<file path="config.mk">
export PLATFORM = sky130hd
export DESIGN_NAME = t2ofc_top
export DESIGN_NICKNAME = d
export VERILOG_FILES = /design/src/inc/t2ofc_pkg.sv /design/src/core/t2ofc_top.sv /design/src/core/t2ofc_sync.sv /design/src/core/t2ofc_count.sv
export SDC_FILE = /design/constraint.sdc
export NUM_CORES = 1
export LEC_CHECK = 0
export ABC_CLOCK_PERIOD_IN_PS = 3700
export BUFFER_PORTS_ARGS = -buffer_cell sky130_fd_sc_hd__buf_4
export CELL_PAD_IN_SITES_DETAIL_PLACEMENT = 0
export CELL_PAD_IN_SITES_GLOBAL_PLACEMENT = 1
export CORE_MARGIN = 5
export CORE_UTILIZATION = 42
export CTS_CLUSTER_DIAMETER = 150
export DETAILED_ROUTE_END_ITERATION = 6
export HOLD_SLACK_MARGIN = 0.1
export PLACE_DENSITY = 0.77
export RECOVER_POWER = 50
export SLEW_MARGIN = 30
export SYNTH_ARGS = -nofsm -noshare
export SYNTH_HDL_FRONTEND = slang
export SYNTH_HIERARCHICAL = 1
export SYNTH_SLANG_ARGS = --single-unit
</file>
<file path="constraint.sdc">
create_clock -name MCLK_IN -period 3.7 [get_ports MCLK_IN]
set_input_delay 0.74 -clock MCLK_IN [delete_from_list [all_inputs] [get_ports MCLK_IN]]
set_output_delay 0.74 -clock MCLK_IN [all_outputs]
set_load 0.02 [all_outputs]
</file>
<file path="src/inc/t2ofc_pkg.sv">
// constants and types shared by the timer 2 overflow flag control block
//
// Functional notes
// - high byte rolling FF to 00 sets high flag
// - 16-bit mode: FFFF to 0000 sets high flag
// - enabled timer interrupt requested from set high flag
// - low byte rollover sets low flag, both modes
// - flags never auto-clear; only software writes zero
// - low flag also interrupts when low enable set
// - split off: one 16-bit counter reloading on overflow
package t2ofc_pkg;

    // ----------------------------------------------------------------
    // register byte addresses
    // ----------------------------------------------------------------
    localparam logic [7:0] TIMER2_CONTROL_ADDR = 8'hC8;
    localparam logic [7:0] RELOAD_ADDR = 8'hCC;
    localparam logic [7:0] COUNT_ADDR = 8'hD0;
    localparam logic [7:0] IRQ_STATUS_ADDR = 8'hD4;
    localparam logic [7:0] IRQ_MASK_ADDR = 8'hD8;
    localparam logic [7:0] CONFIG_ADDR = 8'hDC;

    // ----------------------------------------------------------------
    // field positions and reset values
    // ----------------------------------------------------------------
    localparam int UNUSED_BIT = 1;
    localparam int CFG_TIMER_IRQ_EN_BIT = 0;
    localparam int CFG_HIGH_SYSCLK_BIT = 1;
    localparam int CFG_LOW_SYSCLK_BIT = 2;
    localparam int STAT_HIGH_BIT = 0;
    localparam int STAT_LOW_BIT = 1;
    localparam logic [7:0] TIMER2_CONTROL_RESET = 8'h00;
    localparam logic [15:0] RELOAD_RESET = 16'h0000;
    localparam logic [15:0] COUNT_RESET = 16'h0000;
    localparam logic [2:0] CONFIG_RESET = 3'h0;
    localparam logic [1:0] IRQ_RESET = 2'h0;

    // ----------------------------------------------------------------
    // prescaler counts
    // ----------------------------------------------------------------
    localparam logic [3:0] SYSCLK_DIV = 4'hC;
    localparam logic [2:0] EXT_DIV_LAST = 3'h7;

    // ----------------------------------------------------------------
    // types
    // ----------------------------------------------------------------
    // control register, laid out bit 7 down to bit 0
    typedef struct packed {
        logic high_byte_overflow_flag;
        logic low_byte_overflow_flag;
        logic low_byte_irq_enable;
        logic capture_mode_enable;
        logic split_mode_select;
        logic timer_run_control;
        logic unused_zero;
        logic external_clock_select;
    } t2ofc_ctrl_type;

    typedef enum logic [2:0] {
        T2OFC_REG_CONTROL = 3'h0,
        T2OFC_REG_RELOAD = 3'h1,
        T2OFC_REG_COUNT = 3'h2,
        T2OFC_REG_STATUS = 3'h3,
        T2OFC_REG_MASK = 3'h4,
        T2OFC_REG_CONFIG = 3'h5,
        T2OFC_REG_NONE = 3'h7
    } t2ofc_reg_type;

    typedef enum logic [0:0] {
        T2OFC_IDLE = 1'b0,
        T2OFC_ANSWER = 1'b1
    } t2ofc_phase_type;

endpackage

</file>
<file path="src/core/t2ofc_top.sv">
// timer 2 control register, overflow flags, interrupts and APB slave
//
// The APB interface to the registers was chosen for this implementation.
module t2ofc_top
(
    input wire logic MCLK_IN,
    input wire logic RESET_N_IN,
    input wire logic PSEL_IN,
    input wire logic PENABLE_IN,
    input wire logic PWRITE_IN,
    input wire logic [7:0] PADDR_IN,
    input wire logic [31:0] PWDATA_IN,
    input wire logic EXT_CLK_IN,
    output logic [31:0] PRDATA_OUT,
    output logic PREADY_OUT,
    output logic PSLVERR_OUT,
    output logic IRQ_OUT,
    output logic TIMER_IRQ_OUT
);
    // ----------------------------------------------------------------
    // state
    // ----------------------------------------------------------------
    // software-visible registers first, then bus, prescaler and event wiring
    t2ofc_pkg::t2ofc_ctrl_type ctl;
    t2ofc_pkg::t2ofc_ctrl_type next_ctl;
    t2ofc_pkg::t2ofc_phase_type phase;
    t2ofc_pkg::t2ofc_phase_type next_phase;
    logic [15:0] reload;
    logic [15:0] next_reload;
    logic [2:0] cfg;
    logic [2:0] next_cfg;
    logic [1:0] irq_status;
    logic [1:0] next_irq_status;
    logic [1:0] irq_mask;
    logic [1:0] next_irq_mask;
    logic [31:0] next_prdata;
    logic next_pready;
    logic next_pslverr;
    logic next_irq;
    logic next_timer_irq;
    logic [3:0] div12;
    logic [3:0] next_div12;
    logic [2:0] ext_div;
    logic [2:0] next_ext_div;
    logic ext_prev;
    logic ext_level;
    logic ext_rise;
    logic ext_tick;
    logic div12_tick;
    logic tick_lo;
    logic tick_hi;
    logic capture;
    logic wr;
    t2ofc_pkg::t2ofc_reg_type wr_reg;
    logic [15:0] count;
    logic ovf_lo;
    logic ovf_hi;
    logic set_hi;
    logic set_lo;

    // ----------------------------------------------------------------
    // helpers
    // ----------------------------------------------------------------
    // address decode, shared by the read and the write path;
    // unmapped offsets decode to none, which answers with an error
    function automatic t2ofc_pkg::t2ofc_reg_type decode(input logic [7:0] addr);
        case (addr)
            t2ofc_pkg::TIMER2_CONTROL_ADDR: decode = t2ofc_pkg::T2OFC_REG_CONTROL;
            t2ofc_pkg::RELOAD_ADDR: decode = t2ofc_pkg::T2OFC_REG_RELOAD;
            t2ofc_pkg::COUNT_ADDR: decode = t2ofc_pkg::T2OFC_REG_COUNT;
            t2ofc_pkg::IRQ_STATUS_ADDR: decode = t2ofc_pkg::T2OFC_REG_STATUS;
            t2ofc_pkg::IRQ_MASK_ADDR: decode = t2ofc_pkg::T2OFC_REG_MASK;
            t2ofc_pkg::CONFIG_ADDR: decode = t2ofc_pkg::T2OFC_REG_CONFIG;
            default: decode = t2ofc_pkg::T2OFC_REG_NONE;
        endcase
    endfunction

    // picks the clock source of one timer byte; the sysclk select
    // outranks the external select
    function automatic logic pick_tick(input logic sys_sel, input logic ext_sel,
                                       input logic ext_t, input logic div_t);
        pick_tick = sys_sel ? 1'b1 : (ext_sel ? ext_t : div_t);
    endfunction

    // ----------------------------------------------------------------
    // clock sources
    // ----------------------------------------------------------------
    t2ofc_sync u_sync
    (
        .MCLK_IN(MCLK_IN),
        .RESET_N_IN(RESET_N_IN),
        .pin_in(EXT_CLK_IN),
        .level_out(ext_level)
    );

    // external clock divided by eight; every eighth rising pin edge is the capture event.
    // the divider runs whether or not capture is on, so the first capture
    // after enabling may come after fewer than eight pin edges
    assign ext_rise = ext_level && !ext_prev;
    assign ext_tick = ext_rise && (ext_div == t2ofc_pkg::EXT_DIV_LAST);
    assign div12_tick = (div12 == t2ofc_pkg::SYSCLK_DIV - 4'h1);
    assign capture = ext_tick && ctl.capture_mode_enable;

    // byte clocks follow the sysclk selects, then the external select;
    // in 16-bit mode only the low byte's clock is used, the high byte's
    // select then has no effect
    assign tick_lo = pick_tick(cfg[t2ofc_pkg::CFG_LOW_SYSCLK_BIT],
                               ctl.external_clock_select, ext_tick, div12_tick);
    assign tick_hi = pick_tick(cfg[t2ofc_pkg::CFG_HIGH_SYSCLK_BIT],
                               ctl.external_clock_select, ext_tick, div12_tick);

    // prescaler next values; the divide-by-twelve runs freely, so its
    // phase is not tied to any register write
    always_comb
    begin
        next_div12 = div12_tick ? 4'h0 : div12 + 4'h1;
        next_ext_div = ext_rise ? ext_div + 3'h1 : ext_div;
    end

    // ----------------------------------------------------------------
    // counting datapath
    // ----------------------------------------------------------------
    // rollovers are reported one cycle after the counting edge
    t2ofc_count u_count
    (
        .MCLK_IN(MCLK_IN),
        .RESET_N_IN(RESET_N_IN),
        .ctl_in(ctl),
        .tick_lo_in(tick_lo),
        .tick_hi_in(tick_hi),
        .reload_in(reload),
        .count_out(count),
        .ovf_lo_out(ovf_lo),
        .ovf_hi_out(ovf_hi)
    );

    // hardware flag events; capture also sets the high flag
    assign set_hi = ovf_hi || capture;
    assign set_lo = ovf_lo;

    // ----------------------------------------------------------------
    // APB slave
    // ----------------------------------------------------------------
    // write lands at the access edge, when pready is already high;
    // an access phase that arrives without its setup cycle finds the
    // slave idle and is dropped, so no register can change by accident
    assign wr = (phase == t2ofc_pkg::T2OFC_ANSWER) && PSEL_IN && PENABLE_IN && PWRITE_IN;
    assign wr_reg = wr ? decode(PADDR_IN) : t2ofc_pkg::T2OFC_REG_NONE;

    // read data is sampled in setup so every output stays a flip-flop;
    // ready rises with the access phase, so every access completes with no wait state
    always_comb
    begin
        next_phase = phase;
        next_pready = 1'b0;
        next_pslverr = 1'b0;
        next_prdata = 32'h0000_0000;
        unique case (phase)
            t2ofc_pkg::T2OFC_IDLE:
            begin
                if (PSEL_IN && !PENABLE_IN)
                begin
                    next_phase = t2ofc_pkg::T2OFC_ANSWER;
                    next_pready = 1'b1;
                    // read data is a snapshot of the setup edge, so a count
                    // read may lag the running counter by one tick
                    unique case (decode(PADDR_IN))
                        t2ofc_pkg::T2OFC_REG_CONTROL:
                        begin
                            next_prdata[7:0] = ctl;
                            next_prdata[t2ofc_pkg::UNUSED_BIT] = 1'b0;
                        end
                        t2ofc_pkg::T2OFC_REG_RELOAD: next_prdata[15:0] = reload;
                        t2ofc_pkg::T2OFC_REG_COUNT: next_prdata[15:0] = count;
                        t2ofc_pkg::T2OFC_REG_STATUS: next_prdata[1:0] = irq_status;
                        t2ofc_pkg::T2OFC_REG_MASK: next_prdata[1:0] = irq_mask;
                        t2ofc_pkg::T2OFC_REG_CONFIG: next_prdata[2:0] = cfg;
                        t2ofc_pkg::T2OFC_REG_NONE: next_pslverr = 1'b1;
                        default: next_pslverr = 1'b1;
                    endcase
                end
            end
            t2ofc_pkg::T2OFC_ANSWER:
            begin
                next_phase = t2ofc_pkg::T2OFC_IDLE;
            end
        endcase
    end

    // ----------------------------------------------------------------
    // registers written by software
    // ----------------------------------------------------------------
    // flags: a hardware set in the same cycle as a software clear wins
    always_comb
    begin
        next_ctl = ctl;
        next_reload = reload;
        next_cfg = cfg;
        next_irq_mask = irq_mask;
        if (wr_reg == t2ofc_pkg::T2OFC_REG_CONTROL)
        begin
            next_ctl = PWDATA_IN[7:0];
        end
        next_ctl.unused_zero = 1'b0;
        // flags only drop when software writes them; nothing else clears,
        // interrupt entry included
        if (set_hi)
        begin
            next_ctl.high_byte_overflow_flag = 1'b1;
        end
        if (set_lo)
        begin
            next_ctl.low_byte_overflow_flag = 1'b1;
        end
        // a capture outranks a software write to the reload pair, since
        // losing a measured count would spoil the next frequency reading
        if (capture)
        begin
            next_reload = count;
        end
        else if (wr_reg == t2ofc_pkg::T2OFC_REG_RELOAD)
        begin
            next_reload = PWDATA_IN[15:0];
        end
        if (wr_reg == t2ofc_pkg::T2OFC_REG_CONFIG)
        begin
            next_cfg = PWDATA_IN[2:0];
        end
        if (wr_reg == t2ofc_pkg::T2OFC_REG_MASK)
        begin
            next_irq_mask = PWDATA_IN[1:0];
        end
    end

    // ----------------------------------------------------------------
    // interrupts
    // ----------------------------------------------------------------
    // sticky event status, write one to clear, set wins over clear
    always_comb
    begin
        next_irq_status = irq_status;
        if (wr_reg == t2ofc_pkg::T2OFC_REG_STATUS)
        begin
            next_irq_status = irq_status & ~PWDATA_IN[1:0];
        end
        next_irq_status[t2ofc_pkg::STAT_HIGH_BIT] =
            next_irq_status[t2ofc_pkg::STAT_HIGH_BIT] | set_hi;
        next_irq_status[t2ofc_pkg::STAT_LOW_BIT] =
            next_irq_status[t2ofc_pkg::STAT_LOW_BIT] | set_lo;
    end

    // interrupt lines are built from registered state only, so each one
    // lags its source by a cycle but can never glitch
    always_comb
    begin
        next_irq = |(irq_status & irq_mask);
        // timer request follows the high flag, and the low flag when its enable is set, gated by the global enable;
        // a flag set by software raises it just as a hardware event does
        next_timer_irq = cfg[t2ofc_pkg::CFG_TIMER_IRQ_EN_BIT] &&
            (ctl.high_byte_overflow_flag ||
             (ctl.low_byte_overflow_flag && ctl.low_byte_irq_enable));
    end

    // ----------------------------------------------------------------
    // register stage
    // ----------------------------------------------------------------
    // one register stage for every group; all outputs leave from here
    always_ff @(posedge MCLK_IN)
    begin
        if (!RESET_N_IN)
        begin
            ctl <= t2ofc_pkg::TIMER2_CONTROL_RESET;
            reload <= t2ofc_pkg::RELOAD_RESET;
            cfg <= t2ofc_pkg::CONFIG_RESET;
            irq_status <= t2ofc_pkg::IRQ_RESET;
            irq_mask <= t2ofc_pkg::IRQ_RESET;
            phase <= t2ofc_pkg::T2OFC_IDLE;
            div12 <= 4'h0;
            ext_div <= 3'h0;
            ext_prev <= 1'b0;
            PRDATA_OUT <= 32'h0000_0000;
            PREADY_OUT <= 1'b0;
            PSLVERR_OUT <= 1'b0;
            IRQ_OUT <= 1'b0;
            TIMER_IRQ_OUT <= 1'b0;
        end
        else
        begin
            ctl <= next_ctl;
            reload <= next_reload;
            cfg <= next_cfg;
            irq_status <= next_irq_status;
            irq_mask <= next_irq_mask;
            phase <= next_phase;
            div12 <= next_div12;
            ext_div <= next_ext_div;
            ext_prev <= ext_level;
            PRDATA_OUT <= next_prdata;
            PREADY_OUT <= next_pready;
            PSLVERR_OUT <= next_pslverr;
            IRQ_OUT <= next_irq;
            TIMER_IRQ_OUT <= next_timer_irq;
        end
    end
endmodule

</file>
<file path="src/core/t2ofc_sync.sv">
// three-stage synchroniser with agreement filter for a pin input
module t2ofc_sync
(
    input wire logic MCLK_IN,
    input wire logic RESET_N_IN,
    input wire logic pin_in,
    output logic level_out
);
    logic s1;
    logic s2;
    logic s3;
    logic next_level;

    // a change counts only once stages two and three agree
    always_comb
    begin
        next_level = level_out;
        if (s2 == s3)
        begin
            next_level = s3;
        end
    end

    // s1 is read by s2 alone to keep metastability contained
    always_ff @(posedge MCLK_IN)
    begin
        if (!RESET_N_IN)
        begin
            s1 <= 1'b0;
            s2 <= 1'b0;
            s3 <= 1'b0;
            level_out <= 1'b0;
        end
        else
        begin
            s1 <= pin_in;
            s2 <= s1;
            s3 <= s2;
            level_out <= next_level;
        end
    end
endmodule

</file>
<file path="src/core/t2ofc_count.sv">
// timer 2 counting datapath: 16-bit or split 8-bit auto-reload
module t2ofc_count
(
    input wire logic MCLK_IN,
    input wire logic RESET_N_IN,
    input wire t2ofc_pkg::t2ofc_ctrl_type ctl_in,
    input wire logic tick_lo_in,
    input wire logic tick_hi_in,
    input wire logic [15:0] reload_in,
    output logic [15:0] count_out,
    output logic ovf_lo_out,
    output logic ovf_hi_out
);
    logic [15:0] next_count;
    logic next_ovf_lo;
    logic next_ovf_hi;

    // next count and rollover pulses
    always_comb
    begin
        next_count = count_out;
        next_ovf_lo = 1'b0;
        next_ovf_hi = 1'b0;
        if (!ctl_in.split_mode_select)
        begin
            if (ctl_in.timer_run_control && tick_lo_in)
            begin
                if (count_out == 16'hFFFF)
                begin
                    next_count = reload_in;
                    next_ovf_hi = 1'b1;
                    next_ovf_lo = 1'b1;
                end
                else
                begin
                    next_count = count_out + 16'h0001;
                    next_ovf_lo = (count_out[7:0] == 8'hFF);
                end
            end
        end
        else
        begin
            // low byte free-runs in split mode, run bit gates the high byte
            if (tick_lo_in)
            begin
                next_ovf_lo = (count_out[7:0] == 8'hFF);
                next_count[7:0] = next_ovf_lo ? reload_in[7:0] : count_out[7:0] + 8'h01;
            end
            if (ctl_in.timer_run_control && tick_hi_in)
            begin
                next_ovf_hi = (count_out[15:8] == 8'hFF);
                next_count[15:8] = next_ovf_hi ? reload_in[15:8] : count_out[15:8] + 8'h01;
            end
        end
    end

    always_ff @(posedge MCLK_IN)
    begin
        if (!RESET_N_IN)
        begin
            count_out <= t2ofc_pkg::COUNT_RESET;
            ovf_lo_out <= 1'b0;
            ovf_hi_out <= 1'b0;
        end
        else
        begin
            count_out <= next_count;
            ovf_lo_out <= next_ovf_lo;
            ovf_hi_out <= next_ovf_hi;
        end
    end
endmodule

</file>
### After elaboration in Yosys (flattened, before gate mapping)

Index checks and enable logic that the tools add are counted.

| storage, ports and cells | value |
|---|---|
| bits of input ports | 46 |
| word-level logic and storage cells | 129 |
| output and inout port bits | 36 |
| bits in registers | 98 |

| operators by class | value |
|---|---|
| add/subtract/negate cells | 5 |
| eq/ne operators | 23 |
| reductions and logical operators | 28 |
| mux-type cells | 35 |
| bitwise gates (word level) | 8 |

Operators with widths:

| kind | number |
|---|---|
| 2-to-1 mux 16 bit | 5 |
| == test 8 bit (second input constant) | 8 |
| 2-to-1 mux 8 bit | 5 |
| case mux 3 bit (6 select lines) | 1 |
| adder 16 x 1 -> 16 bit (second input constant) | 1 |
| adder 8 x 1 -> 8 bit (second input constant) | 2 |
| == test 16 bit (second input constant) | 1 |
| case mux 8 bit (2 select lines) | 1 |
| == test 3 bit (second input constant) | 5 |
| 2-to-1 mux 1 bit | 15 |
| case mux 5 bit (3 select lines) | 1 |
| case mux 2 bit (6 select lines) | 1 |
| logical AND 1 bit | 11 |
| == test 3 x 2 -> 1 bit (second input constant) | 3 |
| 2-to-1 mux 3 bit | 3 |
| nonzero test 2 bit | 4 |
| == test 3 x 1 -> 1 bit (second input constant) | 2 |
| logical NOT 3 bit | 2 |
| OR reduction 2 bit | 3 |
| OR reduction 6 bit | 1 |
| adder 4 x 1 -> 4 bit (second input constant) | 1 |
| AND 2 bit | 2 |
| == test 4 bit (second input constant) | 1 |
| inequality test 2 x 1 -> 1 bit (second input constant) | 2 |
| other kinds (12) | 18 |

### Depth between registers and ports, before layout

Gate-level depths: netlist of run 1.

| logic depth | value |
|---|---|
| depth after elaboration | 8 |
| gate-level depth with buffers | 10 |
| mapped depth without buffers | 10 |

### By module

Netlist of run 1, hierarchy kept.

By module, submodules not included:

| module | cells each | instances | area each (µm²) | sequential area each (µm²) |
|---|---|---|---|---|
| t2ofc_top | 316 | 1 | 2,897.8 | 1,161.1 |
| t2ofc_count | 148 | 1 | 1,194.9 | 360.3 |
| t2ofc_sync | 10 | 1 | 116.4 | 80.1 |

### Worst setup path after synthesis of run 1

OpenSTA, ideal clock, no wires.

| timing path | value |
|---|---|
| kind | input to register |
| start | input port PADDR_IN[1] |
| end | register irq_status[0] |
| required time | 3,566 ps |
| stages | 9 |
| data arrival time | 2,861 ps |
| path buffers | 1 |
| setup slack | 705 ps |
| setup time | 134 ps |
| cells stage by stage | or3_1 -> buf_6 -> nor2_1 -> nand3_1 -> ha_1 -> nand2b_1 -> nor4_1 -> nor3b_1 -> a311oi_1 |

| between the ends | value |
|---|---|
| word-level cells in the longest chain between the ends | 6 |
| elaborated cells on any way between the ends | 11 |
| classes of those cells | eq/ne: 7; mux: 3; bitwise: 1 |

Ends and longest elaborated chain:

| what | RTL line | source |
|---|---|---|
| start, declared | t2ofc_top.sv:11 | `input wire logic [7:0] PADDR_IN,` |
| == test 8 bit | t2ofc_top.sv:67 | `case (addr)` |
| case mux 3 bit (6 select lines) * | t2ofc_top.sv:67 |  |
| 2-to-1 mux 3 bit * | t2ofc_top.sv:148 | `assign wr_reg = wr ? decode(PADDR_IN) : t2ofc_pkg::T2OFC_REG_NONE;` |
| == test 3 x 2 -> 1 bit * | t2ofc_top.sv:242 | `if (wr_reg == t2ofc_pkg::T2OFC_REG_STATUS)` |
| 2-to-1 mux 2 bit * | t2ofc_top.sv:242 |  |
| bitwise OR 1 bit * | t2ofc_top.sv:247 | `next_irq_status[t2ofc_pkg::STAT_HIGH_BIT] \| set_hi;` |
| end signal, assigned | t2ofc_top.sv:275 | `irq_status <= t2ofc_pkg::IRQ_RESET;` |
| end signal, assigned | t2ofc_top.sv:292 | `irq_status <= next_irq_status;` |
| end, declared | t2ofc_top.sv:32 | `logic [1:0] irq_status;` |

Mark *: on every way between the ends. The rest lies on a longest branch, timed or not.
A chain may end at the register's enable or synchronous reset.

### Worst setup path after layout of run 1

Ends and elaborated chain as after synthesis.

==> results of run 1 <==
## power by group
part	switching [uW]	internal [uW]	total, uW	leakage, uW
logic	68.9	39.1	108	0.000816
clock network	326	346	672	0.000101
registers	9.31	867	876	0.000646
## critical path: cells and delay by family
kind / cells / cell delay [ns]
AO/OA/AOI/OAI: 1 / 0.13
adder cells (fa/ha/maj): 1 / 0.31
buffers and inverters: 3 / 0.43
AND/OR/NAND/NOR: 6 / 1.32
## logic make-up (layout without fill, tap and decap cells)
family	count (synthesis)	in the layout	synth area share (%)
and+or+nand+nor	155	155	20.8
AOI/OAI and AO/OA	144	144	23.0
adders and majority gates	6	6	1.78
DFF	80	80	38.1
xor gates and xnor gates	3	3	0.624
buffers and inverters	55	86	7.88
other	1	16	0.0891
muxes	30	30	7.73
## synthesized netlist by cell type, drive strengths merged (2+ instances only)
cell type	instances
dfxtp	80
o21ai	34
nor2	32
buf	31
mux2i	28
nor3	27
a21oi	25
nand2	25
a211oi	20
a22oi	16
nand3	15
clkbuf	13
inv	11
nand4	10
a31oi	9
nor4	9
a21boi	6
a311oi	6
and2	6
and3	6
ha	6
or2	5
nand2b	4
o21a	4
a41oi	3
nand3b	3
nor2b	3
nor3b	3
o211ai	3
o31ai	3
or3	3
xnor2	3
and4	2
mux4	2
o311ai	2
o32a	2
o32ai	2
o41ai	2
## flip-flops by register name (all words and copies together) (netlist names)
name,count
ext_div,3
u_sync/level_out,1
TIMER_IRQ_OUT,1
IRQ_OUT,1
irq_mask,2
irq_status,2
div12,4
u_sync/s1,1
PSLVERR_OUT,1
u_count/ovf_lo_out,1
u_count/count_out,16
u_count/ovf_hi_out,1
cfg,3
ext_prev,1
PREADY_OUT,1
reload,16
PRDATA_OUT,16
ctl,7
u_sync/s3,1
u_sync/s2,1
## through the flow
stage | std cells | worst slack (ns) | instance area [sq um] | hold WS (ns) | total power [uW]
floorplan | 489 | 0.705 | 4270 | 0.412 | 972
global placement | 637 | 0.646 | 4580 | 0.423 | 1000
detailed placement | 637 | 0.637 | 4580 | 0.427 | 1010
CTS | 653 | 0.970 | 4790 | 0.438 | 1680
global route | 653 | 0.694 | 4710 | 0.457 | 1720
finish | 653 | 0.948 | 4710 | 0.436 | 1660
## metal layers
metal / up-vias / routed length [um] / global-route usage [%]
li1: 1830 / - / -
met1: 1814 / 5260 / 28.2
met2: 150 / 5320 / 31.2
met3: 28 / 767 / 3.79
met4: 0 / 332 / 9.76
met5: - / 0 / 0
## cell type report
| class | instances | area, sq um |
|---|---|---|
| clock inverter | 5 | 55.1 |
| clock buffer | 11 | 151 |
| multi-input combinational | 354 | 2330 |
| timing repair buffer | 59 | 360 |
| fill | 995 | 5070 |
| sequential | 80 | 1600 |
| tap | 133 | 166 |
| inverter | 11 | 41.3 |
## final timing paths
check	end	slack, ns	startpoint
worst max-delay path	irq_status[0]	0.95	PADDR_IN[1]
worst min-delay path	u_sync/s2	0.44	u_sync/s1
worst max register to register	u_count/count_out[14]	0.96	u_sync/level_out
worst min register to register	u_sync/s2	0.44	u_sync/s1
==> results.yml, run 1 <==
synth:
  async_flop_share_pct: 0
  netlist_instances: 474
  syn_avg_cell_area_sq_um: 8.88
  synth_seq_area_share_pct: 38.0
  synth-edff-count: 0
  yosys-top-cells-area: "dfxtp_1, mux2i_1, o21ai_0"
  ys_ff_latch: 80
  yosys_warnings: 6
  ys_types: 66
  yosys_most_used_dff: "dfxtp_1"
  yosys.area.top_type_share_pct: 38.0
  yosys.area.top_type: "dfxtp_1"
  syn_area_sq_um: 4210
layout:
  layout_common_cells: "dfxtp_1, buf_4, nor2_1, o21ai_0, mux2i_1"
  num_antenna_cells: 0
  fin_util_pct: 48.2
  nets: 567
  drive_gt1_share_pct: 14.0
  syn2layout_area_growth_pct: 11.9
  final_common_cell: "dfxtp_1"
setup_path:
  crit_chain: "buf_4, or3_1, nor2_1, buf_4, nand3_1, ha_1, nand2b_1, nor4_1, buf_4, nor3b_1, a311oi_1"
  crit_arrival_ns: 2.94
  cpPeakStageDelay_ns: 0.38
  reg2reg_depth: 9
  cp_max_fo: 8
  worst_setup_path_end_kind: "flip-flop"
  path_class: "in -> reg"
  cp-start-kind: "primary input"
  required_ns: 3.89
  crit_path_frequent_cell: "buf_4"
  crit_path_top_delay_cell: "or3_1"
sta:
  fmax_ghz: 0.363
  slew_viol_final: 0
  fin_setup_tns_ns: 0
  setup_viol: 0
  skew_ns: 0.00770
  maxSlewHeadroom_pct: 21.3
  fin_crit_sh_pct: 74.4
  period_needed_ns: 2.75
  rsz0062_at_grt: "no"
  worstMarginPinSlew_ns: 1.18
  final_hold_viol_count: 0
cts:
  clk_pin_slew_ns: 0.08
  cts_buffer_depth: 2
  cts_sinks: 80
  insertion_delay_ns: 0.35
  postCtsHoldBufs: 0
  h-tree-depth: 3
  post_cts_buffers: 0
  cts_root_buffer: "clkbuf_8"
  cts_tree: "yes"
  cts_buffers: 9
  post_cts_resized: 0
run_status:
  outcome: "completed"
floorplanning:
  core_sq_um: 9770
  die_x_um: 110
  initial_core_util_pct: 43.1
  die_y_um: 110
  rows: 36
  ios: 82
  dieArea_sq_um: 12100
detailed_routing:
  ant_nets: 0
  drt-total-wl_mm: 11.7
  vias: 3822
  via_per_inst: 5.85
  drc: 0
  wl_per_cell_um: 17.9
  drt_first_iter_violations: 295
  drt-pass1-iter-count: 5
pwr:
  power_density_nw_per_um2: 352
  p_leak_uw: 0.00156
  peakVddDrop_v: 0.000194
grt:
  grt_max_degree: 35
  track_usage_pct: 20.6
  grt_pass1_wl_mm: 19.4
  antenna_found_initial: 0
  grt_pass1_vias: 3741
  grt_remaining_overflow: 0
place:
  place_hpwl_mm: 8.16
  place_congestion: 0.844
  io_buffers: 49
min_path:
  hold_path.class: "reg -> reg"
  whs_path_depth: 1
flow_run:
  max-cap-violations: 0
Power figures use the tool's default switching activity.
==> inputs of run 2 (changes only) <==
Settings changed: ABC_CLOCK_PERIOD_IN_PS 3700 to 2700.
Clock period 3.7 ns to 2.7 ns, I/O delays scaled along.
==> results.yml, run 2 (synthesis gave the netlist of run 1 again) <==
run_status:
  outcome: "completed"
sta:
  fmax_ghz: 0.432
  maxSlewHeadroom_pct: 19.4
  rsz0062_at_grt: "no"
  fin_setup_tns_ns: 0
  worstMarginPinSlew_ns: 1.21
  skew_ns: 0.0123
  final_hold_viol_count: 0
  period_needed_ns: 2.32
  setup_viol: 0
  fin_crit_sh_pct: 85.8
  slew_viol_final: 0
floorplanning:
  ios: 82
  core_sq_um: 9770
  die_y_um: 110
  die_x_um: 110
  initial_core_util_pct: 43.1
  rows: 36
  dieArea_sq_um: 12100
place:
  place_area_sq_um: 4720
  place_hpwl_mm: 8.42
  placed_cells: 650
  io_buffers: 49
  place_congestion: 0.843
pwr:
  p_leak_uw: 0.00165
  peakVddDrop_v: 0.000313
  power.total_uw: 2350
  power_density_nw_per_um2: 483
setup_path:
  cp_max_fo: 26
  reg2reg_depth: 9
  cpPeakStageDelay_ns: 0.86
  cp-start-kind: "primary input"
  crit_path_frequent_cell: "a21oi_1"
  crit_path_top_delay_cell: "clkbuf_1"
  crit_chain: "clkbuf_1, nand4bb_1, a311oi_1, a21oi_1, a21oi_1"
  crit_arrival_ns: 2.59
  reg2reg_from: "div12[0]"
  required_ns: 2.98
  crit_start: "RESET_N_IN"
  reg2reg_slack_ns: 0.44
  worst_setup_path_end_kind: "flip-flop"
  path_class: "in -> reg"
layout:
  num_antenna_cells: 0
  nets: 580
  stdcell_area_sq_um: 4860
  multi_input_area_sq_um: 2340
  layout_common_cells: "dfxtp_1, buf_4, o21ai_0"
  drive_gt1_share_pct: 16.7
  final_common_cell: "dfxtp_1"
  nFillCells: 978
  seq_area_sq_um: 1600
  top_regs: "PRDATA_OUT (16), reload (16), u_count/count_out (16)"
  syn2layout_area_growth_pct: 15.4
  layout.cells.non_filler: 666
detailed_routing:
  highest_layer: "met4"
  via_per_inst: 5.83
  vias: 3884
  drt_first_iter_violations: 221
  ant_nets: 0
  wl_met3_um: 625
  wl_met2_mm: 5.62
  drc: 0
  wl_per_cell_um: 17.4
  drt-pass1-iter-count: 5
  drt-met1-wl_mm: 5.12
  drt-total-wl_mm: 11.6
grt:
  track_usage_pct: 19.9
  grt_pass1_vias: 3753
  grt_max_degree: 27
  grt_pass1_wl_mm: 18.7
  grt_remaining_overflow: 0
  antenna_found_initial: 0
cts:
  post_cts_resized: 0
  cts_tree: "yes"
  cts_root_buffer: "clkbuf_8"
  post_cts_buffers: 0
  h-tree-depth: 3
  clk_pin_slew_ns: 0.09
  cts_buffer_depth: 2
  postCtsHoldBufs: 0
  cts_buffers: 9
  cts_sinks: 80
  insertion_delay_ns: 0.36
min_path:
  hp-start: "EXT_CLK_IN"
  whs_path_depth: 2
  hold_path.class: "in -> reg"
flow_run:
  max-cap-violations: 0
run 2: per-stage QoR:
step / hold slack, ns / setup WS [ns] / util (%)
floorplan: 0.412 / 0.0617 / -
global placement: 0.417 / 0.100 / 48.2
detailed placement: 0.424 / 0.0697 / 48.2
CTS: 0.365 / 0.452 / 50.5
global route: 0.385 / 0.163 / 49.7
finish: 0.378 / 0.385 / 49.7
run 2: worst max-delay path: cells and delay by family:
kind | cells | cell delay [ns]
AO/OA/AOI/OAI | 3 | 0.76
buffers and inverters | 1 | 0.86
AND/OR/NAND/NOR | 1 | 0.42
run 2: metal layers:
metal | vias to the layer above | global-route usage [%]
li1 | 1854 | -
met1 | 1886 | 24.7
met2 | 125 | 33.7
met3 | 19 | 4.14
met4 | 0 | 7.74
met5 | - | 0
run 2: area by class of cell:
class / instances / share of cell area [%]
clock buffer: 9 / 2.55
clock inverter: 7 / 1.96
inverter: 11 / 0.850
multi-input combinational: 354 / 48.2
sequential: 80 / 33.0
tap: 133 / 3.43
timing repair buffer: 72 / 10.0
run 2: final timing paths:
check / to
max: PRDATA_OUT[3]
min: u_sync/s1
max reg2reg: u_count/count_out[14]
min reg2reg: u_sync/s2
run 2: where the power goes:
part | leakage [uW] | switching [uW] | internal (uW) | total (uW)
combinational | 0.000895 | 105 | 61.6 | 166
clock | 0.000110 | 464 | 522 | 986
sequential | 0.000646 | 4.79 | 1190 | 1190
total | 0.00165 | 573 | 1770 | 2350
==> inputs of run 3 (changes only) <==
Settings changed: ABC_AREA from default to 1, CORE_UTILIZATION 42 to 40, PLACE_DENSITY 0.77 to 0.76.
==> results.yml, run 3 <==
run_status:
  outcome: "completed"
place:
  placed_cells: 813
  io_buffers: 49
  place_hpwl_mm: 8.89
  pre_cts_ws_ns: 0.286
  place_congestion: 0.880
setup_path:
  r2r-end: "u_count/count_out[1]"
  required_ns: 2.98
  crit_path_top_delay_cell: "nor2_1"
  cpPeakStageDelay_ns: 0.49
  reg2reg_depth: 11
  crit_chain: "buf_4, nor2_2, nand2_1, nor3_1, inv_2, ha_1, nand3_2, nand2_1, nor2_1, a22oi_1, a21oi_1"
  crit_arrival_ns: 2.57
  worst_setup_path_end_kind: "flip-flop"
  reg2reg_slack_ns: 0.48
  cp_max_fo: 7
  cp-start-kind: "primary input"
  reg2reg_from: "div12[0]"
  crit_path_frequent_cell: "nand2_1"
  path_class: "in -> reg"
detailed_routing:
  drt-total-wl_mm: 12.4
  via_per_inst: 5.08
  wl_per_cell_um: 14.9
  drt_first_iter_violations: 275
  drt-pass1-iter-count: 5
  vias: 4208
  ant_nets: 0
  drc: 0
min_path:
  hold_path.class: "in -> reg"
  hp-start: "EXT_CLK_IN"
  hold_end: "u_sync/s1"
  whs_path_depth: 3
grt:
  grt_pass1_vias: 3800
  track_usage_pct: 19.0
  grt_max_degree: 53
  grt_pass1_wl_mm: 19.8
  grt_remaining_overflow: 0
  antenna_found_initial: 0
floorplanning:
  dieArea_sq_um: 13300
  rows: 38
  core_sq_um: 10800
  initial_core_util_pct: 40.8
  die_x_um: 115
  ios: 82
  die_y_um: 115
cts:
  post_cts_buffers: 0
  post_cts_resized: 0
  h-tree-depth: 3
  postCtsHoldBufs: 0
  cts_buffers: 9
  cts_buffer_depth: 2
  cts_tree: "yes"
  cts_sinks: 80
  insertion_delay_ns: 0.36
  cts_root_buffer: "clkbuf_8"
  clk_pin_slew_ns: 0.09
synth:
  yosys.area.top_type_share_pct: 36.2
  synthMuxAreaShare_pct: 4.07
  yosys.area_share.simple_pct: 31.8
  ys_types: 42
  async_flop_share_pct: 0
  synth_compound_area_share_pct: 14.3
  synth_top_family_by_area: "simple AND/OR/NAND/NOR gates"
  synth_adder_area_share_pct: 1.70
  netlist_instances: 631
  synth_seq_area_share_pct: 36.2
  synth-edff-count: 0
  syn_avg_cell_area_sq_um: 7.01
  yosys_warnings: 6
  yosys_most_used_dff: "dfxtp_1"
  yosys.area.top_type: "dfxtp_1"
  yosys-top-cells-area: "dfxtp_1, nand2_1, nor2_1"
  synth_most_common_cell: "nand2_1"
  synth_xor_area_share_pct: 0.594
  synthTopCellsByCount: "nand2_1, nor2_1, dfxtp_1, inv_1, o21ai_0"
  syn_area_sq_um: 4430
  ys_ff_latch: 80
sta:
  maxSlewHeadroom_pct: 34.4
  fmax_ghz: 0.436
  fin_crit_sh_pct: 84.9
  rsz0062_at_grt: "no"
  setup_viol: 0
  period_needed_ns: 2.29
  setup_slack_ns: 0.407
  worstMarginPinSlew_ns: 0.984
  skew_ns: 0.00791
  final_hold_viol_count: 0
  slew_viol_final: 0
  fin_setup_tns_ns: 0
layout:
  fin_util_pct: 45.8
  num_antenna_cells: 0
  nets: 736
  top_regs: "PRDATA_OUT (16), reload (16), u_count/count_out (16)"
  layout.cells.non_filler: 829
  layout_common_cells: "nand2_1, nor2_1, dfxtp_1"
  syn2layout_area_growth_pct: 12.2
  final_common_cell: "nand2_1"
  drive_gt1_share_pct: 14.9
pwr:
  peakVddDrop_v: 0.000283
  p_leak_uw: 0.00213
  power_density_nw_per_um2: 464
flow_run:
  max-cap-violations: 0
## run 3: cell count changes after synthesis, moves of 23 or more
cell,before,now
nor3_1,27,4
inv_1,11,64
nor2_1,31,85
nand2_1,25,129
mux2i_1,28,0
## run 3: layout make-up
class / instances / area (sq um)
clock inverter: 7 / 95.1
tap: 140 / 175
timing repair buffer: 57 / 343
clock buffer: 9 / 124
sequential: 80 / 1600
fill: 1152 / 5870
inverter: 75 / 284
multi-input combinational: 461 / 2340
## run 3: logic make-up (layout without fill, tap and decap cells)
group / after synthesis / count (layout)
compound gates: 119 / 119
xor+xnor: 3 / 3
fa+ha+maj: 6 / 6
buf+inv: 105 / 148
flops: 80 / 80
mux: 16 / 16
other cells: 1 / 16
simple gates: 301 / 301
## run 3: worst max-delay path: cells and delay by family
family	cells	cell delay, ns
buffers and inverters	2	0.21
AO/OA/AOI/OAI	2	0.34
adder cells (fa/ha/maj)	1	0.23
AND/OR/NAND/NOR	6	1.25
## run 3: routing by layer
metal	routed length (um)	up-vias	share of wire (%)	track usage [%]
li1	-	2125	-	-
met1	5790	1931	47	25.5
met2	5660	135	46	30.9
met3	761	17	6.2	4.74
met4	148	0	1.2	4.69
met5	0	-	0	0
## run 3: per-stage QoR
step	power, uW	area, sq um	hold slack [ns]
2_1_floorplan	1310	4480	0.390
3_3_place_gp	1340	4870	0.405
3_5_place_dp	1340	4870	0.403
4_1_cts	2340	5090	0.344
5_1_grt	2410	4970	0.343
6_report	2310	4970	0.351
## run 3: worst max path at each step
stage | slack (ns) | startpoint | cells past startpoint | end
after floorplan | 0.64 | PADDR_IN[7] | 15 | reload[11]
after global placement | 0.35 | PADDR_IN[5] | 14 | reload[14]
after detailed placement | 0.29 | PADDR_IN[5] | 14 | reload[3]
after CTS | 0.59 | div12[0] | 12 | u_count/count_out[12]
after global routing | 0.19 | PADDR_IN[5] | 11 | PRDATA_OUT[6]
final | 0.41 | PADDR_IN[5] | 11 | PRDATA_OUT[7]
## run 3: where the power goes
part / switching, uW / leakage [uW] / internal [uW]
Clock: 470 / 0.000110 / 522
Sequential: 3.78 / 0.000645 / 1190
Combinational: 75.6 / 0.00138 / 48.7
